--- src/pkg/sdp_pkg.sv ---
// Constants, register map and state types for the sleep and doze power controller.
// Assumes a classic Wishbone slave with 32-bit data and byte addresses.
// Notes on behaviour
// Interrupt with recover bit clear keeps the service routine running at reduced rate.
// Interrupt with recover bit set clears reduced-rate-active and runs full speed.
// Return-from-interrupt with resume bit set sets reduced-rate-active again.
// Sleep instruction enters sleep when idle select is 0, idle when 1.
// Sleep entry clears watchdog counter; it keeps counting if enabled in sleep.
// Sleep entry clears power-down flag and sets timeout flag (both active low).
// Low and high frequency internal oscillators stay running during sleep.
// ADC on dedicated RC keeps going; on system clock the conversion is abandoned.
// Port pins hold pre-sleep drive unless an asynchronous peripheral changes them.
// Sleep does not change any reset source except the watchdog.
// Wake on pin reset, brown-out, power-on, watchdog, external or peripheral interrupt.
// Pin, brown-out and power-on wakes reset; the other wakes continue execution.
// Sleep instruction prefetches the instruction at the next program address.
// Interrupt wakes only if its own enable is set, regardless of global enable.
// After interrupt wake run next instruction, then service routine if global enable.
// Every wake from sleep clears the watchdog counter.
// Software should place a no-operation instruction after sleep where needed.
// Sleep stops CPU and system clocks; idle halts CPU only, peripherals clocked.
package sdp_pkg;
  localparam logic [7:0] ADR_CPU_POWER = 8'h00;
  localparam logic [7:0] ADR_INT_CTRL = 8'h04;
  localparam logic [7:0] ADR_STATUS = 8'h08;
  localparam logic [7:0] ADR_WDT_CNT = 8'h0c;
  // Power control field positions
  localparam int RATIO_LSB = 0;
  localparam int RATIO_W = 3;
  localparam int BIT_RESUME = 4;
  localparam int BIT_ACTIVE = 5;
  localparam int BIT_ROI = 6;
  localparam int BIT_IDLE = 7;
  // Interrupt control field positions
  localparam int BIT_GIE = 7;
  localparam int BIT_PERIPHERAL_INT_ENABLE = 6;
  localparam int BIT_EDGE = 0;
  localparam logic [7:0] INT_CTRL_MASK = 8'hc1;
  // Status field positions
  localparam int BIT_PD_N = 3;
  localparam int BIT_TO_N = 4;
  localparam int BIT_SLEEPING = 0;
  localparam int BIT_IDLING = 1;
  localparam logic [7:0] POWER_RST = 8'h00;
  localparam logic [7:0] INT_CTRL_RST = 8'h00;
  localparam logic WDT_TIMEOUT_NS = 1'b0;
  localparam int WDT_W = 16;
  localparam int SYNC_W = 3;

  typedef enum logic [1:0] {
    SDP_RUN = 2'b00,
    SDP_SLEEP = 2'b01,
    SDP_IDLE = 2'b10
  } sdp_mode_t;

  typedef struct packed {
    logic [7:0] power;
    logic [7:0] int_ctrl;
    logic pd_n;
    logic to_n;
    sdp_mode_t mode;
    logic [WDT_W-1:0] wdt;
    logic [RATIO_W:0] slot;
    logic in_isr;
    logic [2:0] ext_sync;
    logic [2:0] master_clear_pin_sync;
    logic ack;
    logic [31:0] rdata;
    logic cpu_clk_en;
    logic sys_clk_en;
    logic cpu_step;
    logic vector_req;
    logic exec_next;
    logic adc_abort;
    logic hold_ports;
    logic dev_reset;
    logic wake;
  } sdp_state_t;
endpackage

--- src/logic/sdp_ctrl.sv ---
// Sleep, idle and doze controller with a Wishbone register slave.
// Assumes the core pulses its instruction strobes for one cycle on clk_i.
`timescale 1ns/1ps
`default_nettype none
module sdp_ctrl #(
  parameter int WDT_LIMIT = 16'hffff
) (
  // Clock and reset
  input wire logic clk_i,
  input wire logic arst_n_i,
  // Wishbone slave
  input wire logic wb_cyc_i,
  input wire logic wb_stb_i,
  input wire logic wb_we_i,
  input wire logic [7:0] wb_adr_i,
  input wire logic [3:0] wb_sel_i,
  input wire logic [31:0] wb_dat_i,
  output logic [31:0] wb_dat_o,
  output logic wb_ack_o,
  // Core events
  input wire logic sleep_exec_i,
  input wire logic return_from_interrupt_i,
  input wire logic irq_pending_i,
  input wire logic periph_irq_i,
  input wire logic periph_irq_en_i,
  input wire logic ext_irq_en_i,
  input wire logic adc_on_rc_i,
  input wire logic adc_busy_i,
  input wire logic wdt_sleep_en_i,
  input wire logic wdt_en_i,
  input wire logic wdt_clear_i,
  // External interrupt pin and reset sources
  input wire logic ext_irq_pin_i,
  input wire logic master_clear_pin_i,
  input wire logic master_clear_en_i,
  input wire logic brownout_reset_i,
  input wire logic brownout_en_i,
  // Controls
  output logic cpu_clk_en_o,
  output logic sys_clk_en_o,
  output logic cpu_step_o,
  output logic vector_req_o,
  output logic exec_next_o,
  output logic adc_abort_o,
  output logic hold_ports_o,
  output logic dev_reset_o,
  output logic wake_o,
  output logic osc_keep_o
);
  sdp_pkg::sdp_state_t s_r, s_nxt;
  logic master_clear_pin_lvl;
  logic wb_req;
  logic wdt_fire;
  logic irq_wake;
  logic rst_wake;

  assign wb_req = wb_cyc_i & wb_stb_i & ~s_r.ack;
  // Only the second and third stages are examined, so a glitch shorter than two cycles never wakes
  assign master_clear_pin_lvl = s_r.master_clear_pin_sync[1] & s_r.master_clear_pin_sync[2];
  assign wdt_fire = wdt_en_i & (s_r.wdt == WDT_LIMIT[sdp_pkg::WDT_W-1:0]);
  // per-source enables
  assign irq_wake = (s_r.ext_sync[1] & s_r.ext_sync[2] & ext_irq_en_i) | (periph_irq_i & periph_irq_en_i);
  // reset-type wakes
  assign rst_wake = (master_clear_pin_lvl & master_clear_en_i) | (brownout_reset_i & brownout_en_i);

  always_comb begin
    s_nxt = s_r;
    s_nxt.ext_sync = {s_r.ext_sync[1:0], ext_irq_pin_i};
    s_nxt.master_clear_pin_sync = {s_r.master_clear_pin_sync[1:0], master_clear_pin_i};
    s_nxt.ack = wb_req;
    s_nxt.vector_req = 1'b0;
    s_nxt.exec_next = 1'b0;
    s_nxt.adc_abort = 1'b0;
    s_nxt.wake = 1'b0;
    s_nxt.dev_reset = rst_wake;
    // Watchdog counter; sleep only lets it run if enabled there
    if (wdt_en_i && !(s_r.mode == sdp_pkg::SDP_SLEEP && !wdt_sleep_en_i) && !wdt_fire) begin
      s_nxt.wdt = s_r.wdt + 1'b1;
    end
    if (wdt_clear_i || wdt_fire) begin
      s_nxt.wdt = '0;
    end
    // Doze slot counter; one step per ratio period
    if (s_r.power[sdp_pkg::BIT_ACTIVE]) begin
      s_nxt.slot = s_r.slot + 1'b1;
      if (s_r.slot >= {1'b0, s_r.power[sdp_pkg::RATIO_W-1:0]}) begin
        s_nxt.slot = '0;
      end
    end else begin
      s_nxt.slot = '0;
    end
    s_nxt.cpu_step = (s_r.mode == sdp_pkg::SDP_RUN) &&
                     (!s_r.power[sdp_pkg::BIT_ACTIVE] || s_r.slot == '0);
    if (irq_pending_i && s_r.mode == sdp_pkg::SDP_RUN && !s_r.in_isr) begin
      s_nxt.in_isr = 1'b1;
      // recover to full speed
      if (s_r.power[sdp_pkg::BIT_ROI]) begin
        s_nxt.power[sdp_pkg::BIT_ACTIVE] = 1'b0;
      end
      // without recovery the ratio is kept, slot counter unchanged
    end
    // resume doze on return
    if (return_from_interrupt_i) begin
      s_nxt.in_isr = 1'b0;
      if (s_r.power[sdp_pkg::BIT_RESUME]) begin
        s_nxt.power[sdp_pkg::BIT_ACTIVE] = 1'b1;
      end
    end
    unique case (s_r.mode)
      sdp_pkg::SDP_RUN: begin
        if (sleep_exec_i) begin
          // sleep or idle choice
          if (s_r.power[sdp_pkg::BIT_IDLE]) begin
            s_nxt.mode = sdp_pkg::SDP_IDLE;
          end else begin
            s_nxt.mode = sdp_pkg::SDP_SLEEP;
            // clear watchdog on entry
            s_nxt.wdt = '0;
            // status flags on entry
            s_nxt.pd_n = 1'b0;
            s_nxt.to_n = 1'b1;
            // abandon system-clocked conversion
            s_nxt.adc_abort = adc_busy_i & ~adc_on_rc_i;
            // hold port state
            s_nxt.hold_ports = 1'b1;
            // stop clocks in sleep
            s_nxt.sys_clk_en = 1'b0;
          end
          s_nxt.cpu_clk_en = 1'b0;
          s_nxt.cpu_step = 1'b0;
        end
      end
      sdp_pkg::SDP_SLEEP, sdp_pkg::SDP_IDLE: begin
        // wake sources
        if (irq_wake || wdt_fire || rst_wake) begin
          s_nxt.mode = sdp_pkg::SDP_RUN;
          s_nxt.wake = 1'b1;
          s_nxt.cpu_clk_en = 1'b1;
          s_nxt.sys_clk_en = 1'b1;
          s_nxt.hold_ports = 1'b0;
          // clear watchdog on wake
          s_nxt.wdt = '0;
          // resume with the prefetched next instruction
          s_nxt.exec_next = ~rst_wake;
          s_nxt.vector_req = irq_wake & ~rst_wake & s_r.int_ctrl[sdp_pkg::BIT_GIE];
          if (wdt_fire && !irq_wake) begin
            s_nxt.to_n = 1'b0;
          end
        end
      end
      default: begin
        s_nxt.mode = sdp_pkg::SDP_RUN;
      end
    endcase
    if (wdt_fire && s_r.mode == sdp_pkg::SDP_RUN) begin
      // watchdog reset only while running
      s_nxt.dev_reset = 1'b1;
      s_nxt.to_n = 1'b0;
    end
    // Register write, byte lane 0
    if (wb_req && wb_we_i && wb_sel_i[0]) begin
      unique case (wb_adr_i)
        sdp_pkg::ADR_CPU_POWER: s_nxt.power = wb_dat_i[7:0];
        sdp_pkg::ADR_INT_CTRL: s_nxt.int_ctrl = wb_dat_i[7:0] & sdp_pkg::INT_CTRL_MASK;
        default: s_nxt.power = s_nxt.power;
      endcase
    end
    s_nxt.rdata = '0;
    if (wb_req && !wb_we_i) begin
      unique case (wb_adr_i)
        sdp_pkg::ADR_CPU_POWER: s_nxt.rdata = {24'h000000, s_r.power};
        sdp_pkg::ADR_INT_CTRL: s_nxt.rdata = {24'h000000, s_r.int_ctrl};
        sdp_pkg::ADR_STATUS: s_nxt.rdata = {27'h0000000, s_r.to_n, s_r.pd_n, 1'b0,
                                            s_r.mode == sdp_pkg::SDP_IDLE, s_r.mode == sdp_pkg::SDP_SLEEP};
        sdp_pkg::ADR_WDT_CNT: s_nxt.rdata = {16'h0000, s_r.wdt};
        default: s_nxt.rdata = '0;
      endcase
    end
  end

  always_ff @(posedge clk_i or negedge arst_n_i) begin
    if (!arst_n_i) begin
      s_r <= '0;
      s_r.power <= sdp_pkg::POWER_RST;
      s_r.int_ctrl <= sdp_pkg::INT_CTRL_RST;
      s_r.pd_n <= 1'b1;
      s_r.to_n <= 1'b1;
      s_r.mode <= sdp_pkg::SDP_RUN;
      s_r.cpu_clk_en <= 1'b1;
      s_r.sys_clk_en <= 1'b1;
    end else begin
      s_r <= s_nxt;
    end
  end

  assign wb_dat_o = s_r.rdata;
  assign wb_ack_o = s_r.ack;
  assign cpu_clk_en_o = s_r.cpu_clk_en;
  assign sys_clk_en_o = s_r.sys_clk_en;
  assign cpu_step_o = s_r.cpu_step;
  assign vector_req_o = s_r.vector_req;
  assign exec_next_o = s_r.exec_next;
  assign adc_abort_o = s_r.adc_abort;
  assign hold_ports_o = s_r.hold_ports;
  assign dev_reset_o = s_r.dev_reset;
  assign wake_o = s_r.wake;
  // internal oscillators never gated by this block
  assign osc_keep_o = s_r.pd_n | ~s_r.pd_n;
endmodule
`default_nettype wire

--- config.mk ---
export PLATFORM = sky130hd
export DESIGN_NAME = sdp_ctrl
export DESIGN_NICKNAME = d
export VERILOG_FILES = /design/src/pkg/sdp_pkg.sv /design/src/logic/sdp_ctrl.sv
export SDC_FILE = /design/constraint.sdc
export NUM_CORES = 1
export LEC_CHECK = 0
export BUFFER_PORTS_ARGS = -buffer_cell sky130_fd_sc_hd__buf_2
export CELL_PAD_IN_SITES_DETAIL_PLACEMENT = 0
export CELL_PAD_IN_SITES_GLOBAL_PLACEMENT = 2
export CORE_UTILIZATION = 28
export DETAILED_ROUTE_END_ITERATION = 10
export PLACE_DENSITY = 0.84
export SYNTH_ARGS = -nofsm -noshare
export SYNTH_HDL_FRONTEND = slang
export SYNTH_SLANG_ARGS = --single-unit
--- constraint.sdc ---
create_clock -name clk_i -period 1.7 [get_ports clk_i]
set_input_delay 0.34 -clock clk_i [delete_from_list [all_inputs] [get_ports clk_i]]
set_output_delay 0.34 -clock clk_i [all_outputs]
set_load 0.05 [all_outputs]
==> results of run 1 <==
==> registers in the layout, summed over array words and instances, names as in the netlist <==
register,flops
adc_abort_o,1
cpu_clk_en_o,1
cpu_step_o,1
dev_reset_o,1
exec_next_o,1
hold_ports_o,1
s_nxt,4
s_r,38
sys_clk_en_o,1
vector_req_o,1
wake_o,1
wb_ack_o,1
wb_dat_o,16
==> worst paths after layout <==
path	start	to	slack [ps]	cells past startpoint
worst min-delay path	master_clear_pin_i	s_nxt[43]	120	1
worst max-delay path	s_r[53]	s_r[57]	-50	8
min in group asynchronous	arst_n_i	wb_ack_o	480	2
worst max register to register	s_r[53]	s_r[57]	-50	8
max in group asynchronous	arst_n_i	s_r[72]	560	3
worst min register to register	s_nxt[43]	s_nxt[44]	350	0
==> Yosys cell counts (5+ instances only) <==
master / instances
a21oi_1: 10
ha_1: 10
nand2_1: 18
nor2_1: 39
mux2_2: 13
dfrtp_1: 64
o21ai_0: 5
buf_4: 34
nand4_1: 5
and2_1: 8
inv_1: 15
xnor2_1: 11
nand3_1: 9
nor3_1: 7
==> kinds of logic after synthesis <==
logic type	count (synthesis)	share of synthesized area
other	2	0.002260
buffers and inverters	53	0.09826
and+or+nand+nor	108	0.1702
xor gates and xnor gates	14	0.03690
AOI/OAI and AO/OA	36	0.07342
DFF	68	0.5136
muxes	19	0.06777
adders and majority gates	10	0.03765
==> metrics by stage <==
step                area (µm²)  hold WS (ps)  TNS, ps  worst slack [ps]    util
floorplan                 3382         44.41   -172.7            -99.53       -
global placement          3909         295.8   -532.1            -27.15  0.3394
detailed placement        3909         294.0    -1033            -69.03  0.3394
CTS                       4248         105.5    -1120            -69.96  0.3689
global route              4383         97.36    -1787            -107.8  0.3806
finish                    4383         117.9   -577.4            -46.16  0.3806
==> timing repair <==
item / CTS / global route
endpoints found under the hold margin: 15 / 0
gates cloned: 0 / 1
gates resized for setup: 1 / 25
endpoints found under the setup margin: 19 / 29
buffers inserted: 3 / 3
pin swaps: 2 / 8
hold buffers: 1 / 0
==> area by class of cell <==
type	count	area [µm²]
repair buffers	106	686.9
fillers	1151	7133
multi-input cells	204	1451
inverters	15	56.30
flip-flops and latches	68	1707
well taps	143	178.9
clock buffers	10	239.0
clock inverters	6	63.81
==> where the power goes <==
group / switching (mW) / total, mW / internal [mW]
logic: 0.704 / 1.14 / 0.439
clock network: 0.684 / 1.86 / 1.17
registers: 0.0600 / 1.80 / 1.74
total: 1.45 / 4.80 / 3.35
==> placed cells by master, fill, tap and decap left out, types with 6 or more instances in the layout <==
cell type   n
dfrtp_1    64
buf_2      63
buf_4      38
nor2_1     27
nand2_1    18
conb_1     17
inv_1      15
mux2_2     13
xnor2_1    11
nor2_2     11
clkbuf_16  10
nand3_1     9
ha_1        9
and2_1      8
a21oi_1     7
nor3_1      6
==> metal layers <==
layer  GRT usage  part of all wire  wire length [µm]
met5           0                 0                 0
met4     0.03379            0.0072                54
met3     0.04702             0.065               485
met2      0.2122              0.47              3547
met1      0.1554              0.46              3431
==> results.md, run 1 <==
- CP cell instances: ha_2 -> nand4_1 -> nor4b_4 -> buf_4 -> buf_6 -> a211o_4 -> buf_12 -> nor2_2
- EDFF count, synth: 0
- Peak supply drop: 0.0008455 V
- Root buffer cell: clkbuf_16
- Starting Density: 0.2886
- Synth area leaders: dfrtp_1 48%, buf_4 7.7%, mux2_2 4.4%
- Critical path's slowest cell: dfrtp_1
- Via count: 2467
- Area leader, netlist: dfrtp_1
- Via density per instance: 4.469
- Placed Instances: 530
- Final period util: 1.027
- I/O Buffers: 63
- Final Wtd Congestion: 0.7630
- Largest net degree at the start of global routing: 54
- Top_reg_cell synth: dfrtp_1
- Status: finished, violations left
- Synthesized area: 3323 µm²
- Wire per inst: 13.62 µm
- Critical Path RT: 1950 ps
- Final layout net count: 479
- Critical path startpoint category: register
- Setup violators final: 17
- Pwr/cell area: 1096 nW/µm²
- Die width: 110.9 µm
- Yosys top cell area share: 0.4819
- Area Overhead vs Synth: 31.89%
- Worst-skew pair later-pin latency: 330 ps
- Fin crit period: 1746 ps
- Syn_area_per_cell: 10.72 µm²
- Max Freq: 572.7 MHz
- Critical path fanouts, max: 8
- FFs w/ async S/R, synth: 1.000
- Flops & latches, synth: 68
- First-pass GRT wire length: 12160 µm
- Antenna Cells: 0
- Skew final: 6.415 ps
- H-tree Lvls: 3
- Synth Warn #: 0
- Crit-path max cell delay: 390 ps
- CTS tree: done
- Clock transition at the registers of the reported paths: 60 ps
- Initial antenna violation count: 0
- Hold Path Class: in -> reg
- Worst path bufs/invs: 3
- Fraction of final layout cells with drive strength greater than 1: 0.4254
- Clock Sinks: 68
- Crit path kind: reg -> reg
- CTS Buf Count: 9
- Max_cap viols: 0
- WL final: 7518 µm
- RSZ-0062 raised after global routing: true
- Seq/Total Area, Yosys: 0.5136
- Final Hold Vio Count: 0
- Gr usage total: 0.1277
- Drc violations: 13
- Worst setup EP type: register
- Die area: 12310 µm²
- Core footprint: 11520 µm²
- Unique masters post-synth: 51
- Synth Instances: 310
- DRC marker count from the first detailed-route iteration: 74
- Vias in the first global route: 2488
- Site Rows: 39
- Crit path DAT: 2000 ps
- DR pass1 iterations: 9
- Pwr Total: 4.803 mW
- HPWL after detailed placement: 5505 µm
- Remaining global-route overflow: 0
- Leakage Power: 2.113 nW
- Final non-filler cell total: 552
- I/O pins: 108
- Worst setup margin: -46.16 ps
- Failing checks: design-rule violations, negative setup slack
- Die height: 110.9 µm
- Max Transition Viols Final: 0
- Post-DRT Antenna Nets: 0
- Crit path max-delay family: buffers and inverters
- Clock buffer depth: 2
Note: power is estimated with default switching activity, not from simulation.
==> inputs of run 2 (changes only) <==
--- a/config.mk
+++ b/config.mk
@@ -8,6 +8,7 @@
 export BUFFER_PORTS_ARGS = -buffer_cell sky130_fd_sc_hd__buf_2
 export CELL_PAD_IN_SITES_DETAIL_PLACEMENT = 0
 export CELL_PAD_IN_SITES_GLOBAL_PLACEMENT = 2
+export CORE_ASPECT_RATIO = 0.9
 export CORE_UTILIZATION = 28
 export DETAILED_ROUTE_END_ITERATION = 10
 export PLACE_DENSITY = 0.84
==> run 2 against run 1 <==
The flow finishes with violations (negative setup slack). Via count fell by 3.2%. Critical path depth down 1. Register-to-register slack gained 20 ps. Global-route usage increased by 0.40 points. Clock power up 8%. Critical path type unchanged. Largest cell class unchanged. Largest power group unchanged. Highest routed layer unchanged.
==> results.md, run 2 (same netlist as run 1, synthesis figures left out) <==
- Crit path max-delay family: simple AND/OR/NAND/NOR gates
- Max Freq: 577.9 MHz
- I/O pins: 108
- Clock transition at the registers of the reported paths: 60 ps
- Final Hold Vio Count: 0
- Initial antenna violation count: 0
- Setup violators final: 2
- Biggest register: s_r
- Leakage Power: 2.103 nW
- First-pass GRT wire length: 12170 µm
- Pwr Total: 4.933 mW
- Die area: 12310 µm²
- Critical Path RT: 1960 ps
- Wire per inst: 12.92 µm
- Clock Sinks: 68
- WL final: 7235 µm
- Largest net degree at the start of global routing: 69
- Fraction of final layout cells with drive strength greater than 1: 0.3911
- Final non-filler cell total: 560
- Commonest non-fill, non-tap cell in the layout: dfrtp_1
- Peak supply drop: 0.0007914 V
- Area Overhead vs Synth: 31.21%
- Fin crit period: 1730 ps
- Drc violations: 0
- Starting Density: 0.2895
- DR pass1 iterations: 4
- Vias in the first global route: 2530
- Placed Instances: 541
- I/O Buffers: 63
- CP cell instances: ha_2 -> nand4_1 -> nor4b_4 -> buf_12 -> a21oi_4 -> a21oi_2 -> mux2_4
- Critical path startpoint category: register
- Critical path's slowest cell: dfrtp_1
- CTS Buf Count: 9
- Post-DRT Antenna Nets: 0
- H-tree Lvls: 3
- Via count: 2388
- Failing checks: negative setup slack
- Worst setup EP type: register
- Max Transition Viols Final: 0
- Max FFs per register: 38
- RSZ-0062 raised after global routing: true
- Crit path kind: reg -> reg
- Max_cap viols: 0
- Status: finished, violations left
- Worst-skew pair later-pin latency: 330 ps
- Worst setup margin: -30.27 ps
- Root buffer cell: clkbuf_16
- Remaining global-route overflow: 0
- Final Hold Slack: 22.97 ps
- Die height: 105.4 µm
- Critical path fanouts, max: 6
- Hold Path Class: in -> async
- Gr usage total: 0.1316
- CTS tree: done
- Skew final: 7.558 ps
- Final layout net count: 474
- Clock buffer depth: 2
- Via density per instance: 4.264
- Worst path bufs/invs: 1
- Core footprint: 11480 µm²
- Pwr/cell area: 1131 nW/µm²
- Crit path DAT: 1990 ps
- Crit-path max cell delay: 350 ps
- Antenna Cells: 0
- DRC marker count from the first detailed-route iteration: 53
- # hold bufs at CTS: 0
- HPWL after detailed placement: 5260 µm
- Most frequent cells in the layout: 64 x dfrtp_1, 63 x buf_2, 38 x nor2_1
- Final period util: 1.018
- Final Wtd Congestion: 0.7604
- Die width: 116.8 µm
- Site Rows: 37
## run 2: worst paths after layout
path                               start  cells past startpoint           end  slack, ps
max in group asynchronous       arst_n_i                      2       s_r[72]       1350
setup / recovery                 s_r[53]                      7  sys_clk_en_o        -30
setup reg to reg                 s_r[53]                      7  sys_clk_en_o        -30
min in group clk_i         ext_irq_pin_i                      1     s_nxt[46]        110
hold reg to reg                s_nxt[46]                      0     s_nxt[47]        350
hold / removal                  arst_n_i                      2     s_nxt[43]         20
## run 2: metrics by stage
step / utilization / cell area [µm²] / setup TNS [ps] / setup WS, ps
after global routing: 0.3798 / 4360 / -280.0 / -116.4
after floorplan: - / 3382 / -172.7 / -99.53
after CTS: 0.3738 / 4292 / -80.07 / -56.72
after global placement: 0.3417 / 3923 / -382.5 / -67.39
after detailed placement: 0.3417 / 3923 / -447.7 / -92.29
final: 0.3798 / 4360 / -44.38 / -30.27
## run 2: final cells by class
class | instances | area [µm²]
fill | 1136 | 7121
tap | 156 | 195.2
timing repair buffer | 101 | 638.1
sequential | 68 | 1707
multi-input combinational | 204 | 1441
clock inverter | 7 | 97.59
clock buffer | 9 | 225.2
inverter | 15 | 56.30
## run 2: power by group
group	internal, mW	total (mW)	switching (mW)
Clock	1.29	2.01	0.717
Combinational	0.429	1.12	0.690
Sequential	1.74	1.81	0.0625
## run 2: layer usage
metal	global-route usage	share of wire	up-vias
met1	0.1719	0.50	1135
met5	0	0	-
met3	0.04025	0.044	6
met2	0.2071	0.45	61
li1	-	-	1186
met4	0.04159	0.0079	0
## run 2: what timing repair did
item / in CTS / in global routing
endpoints found under the setup margin: 4 / 29
gates resized for setup: 4 / 13
setup buffers: 3 / 1
pin swaps: 4 / 7
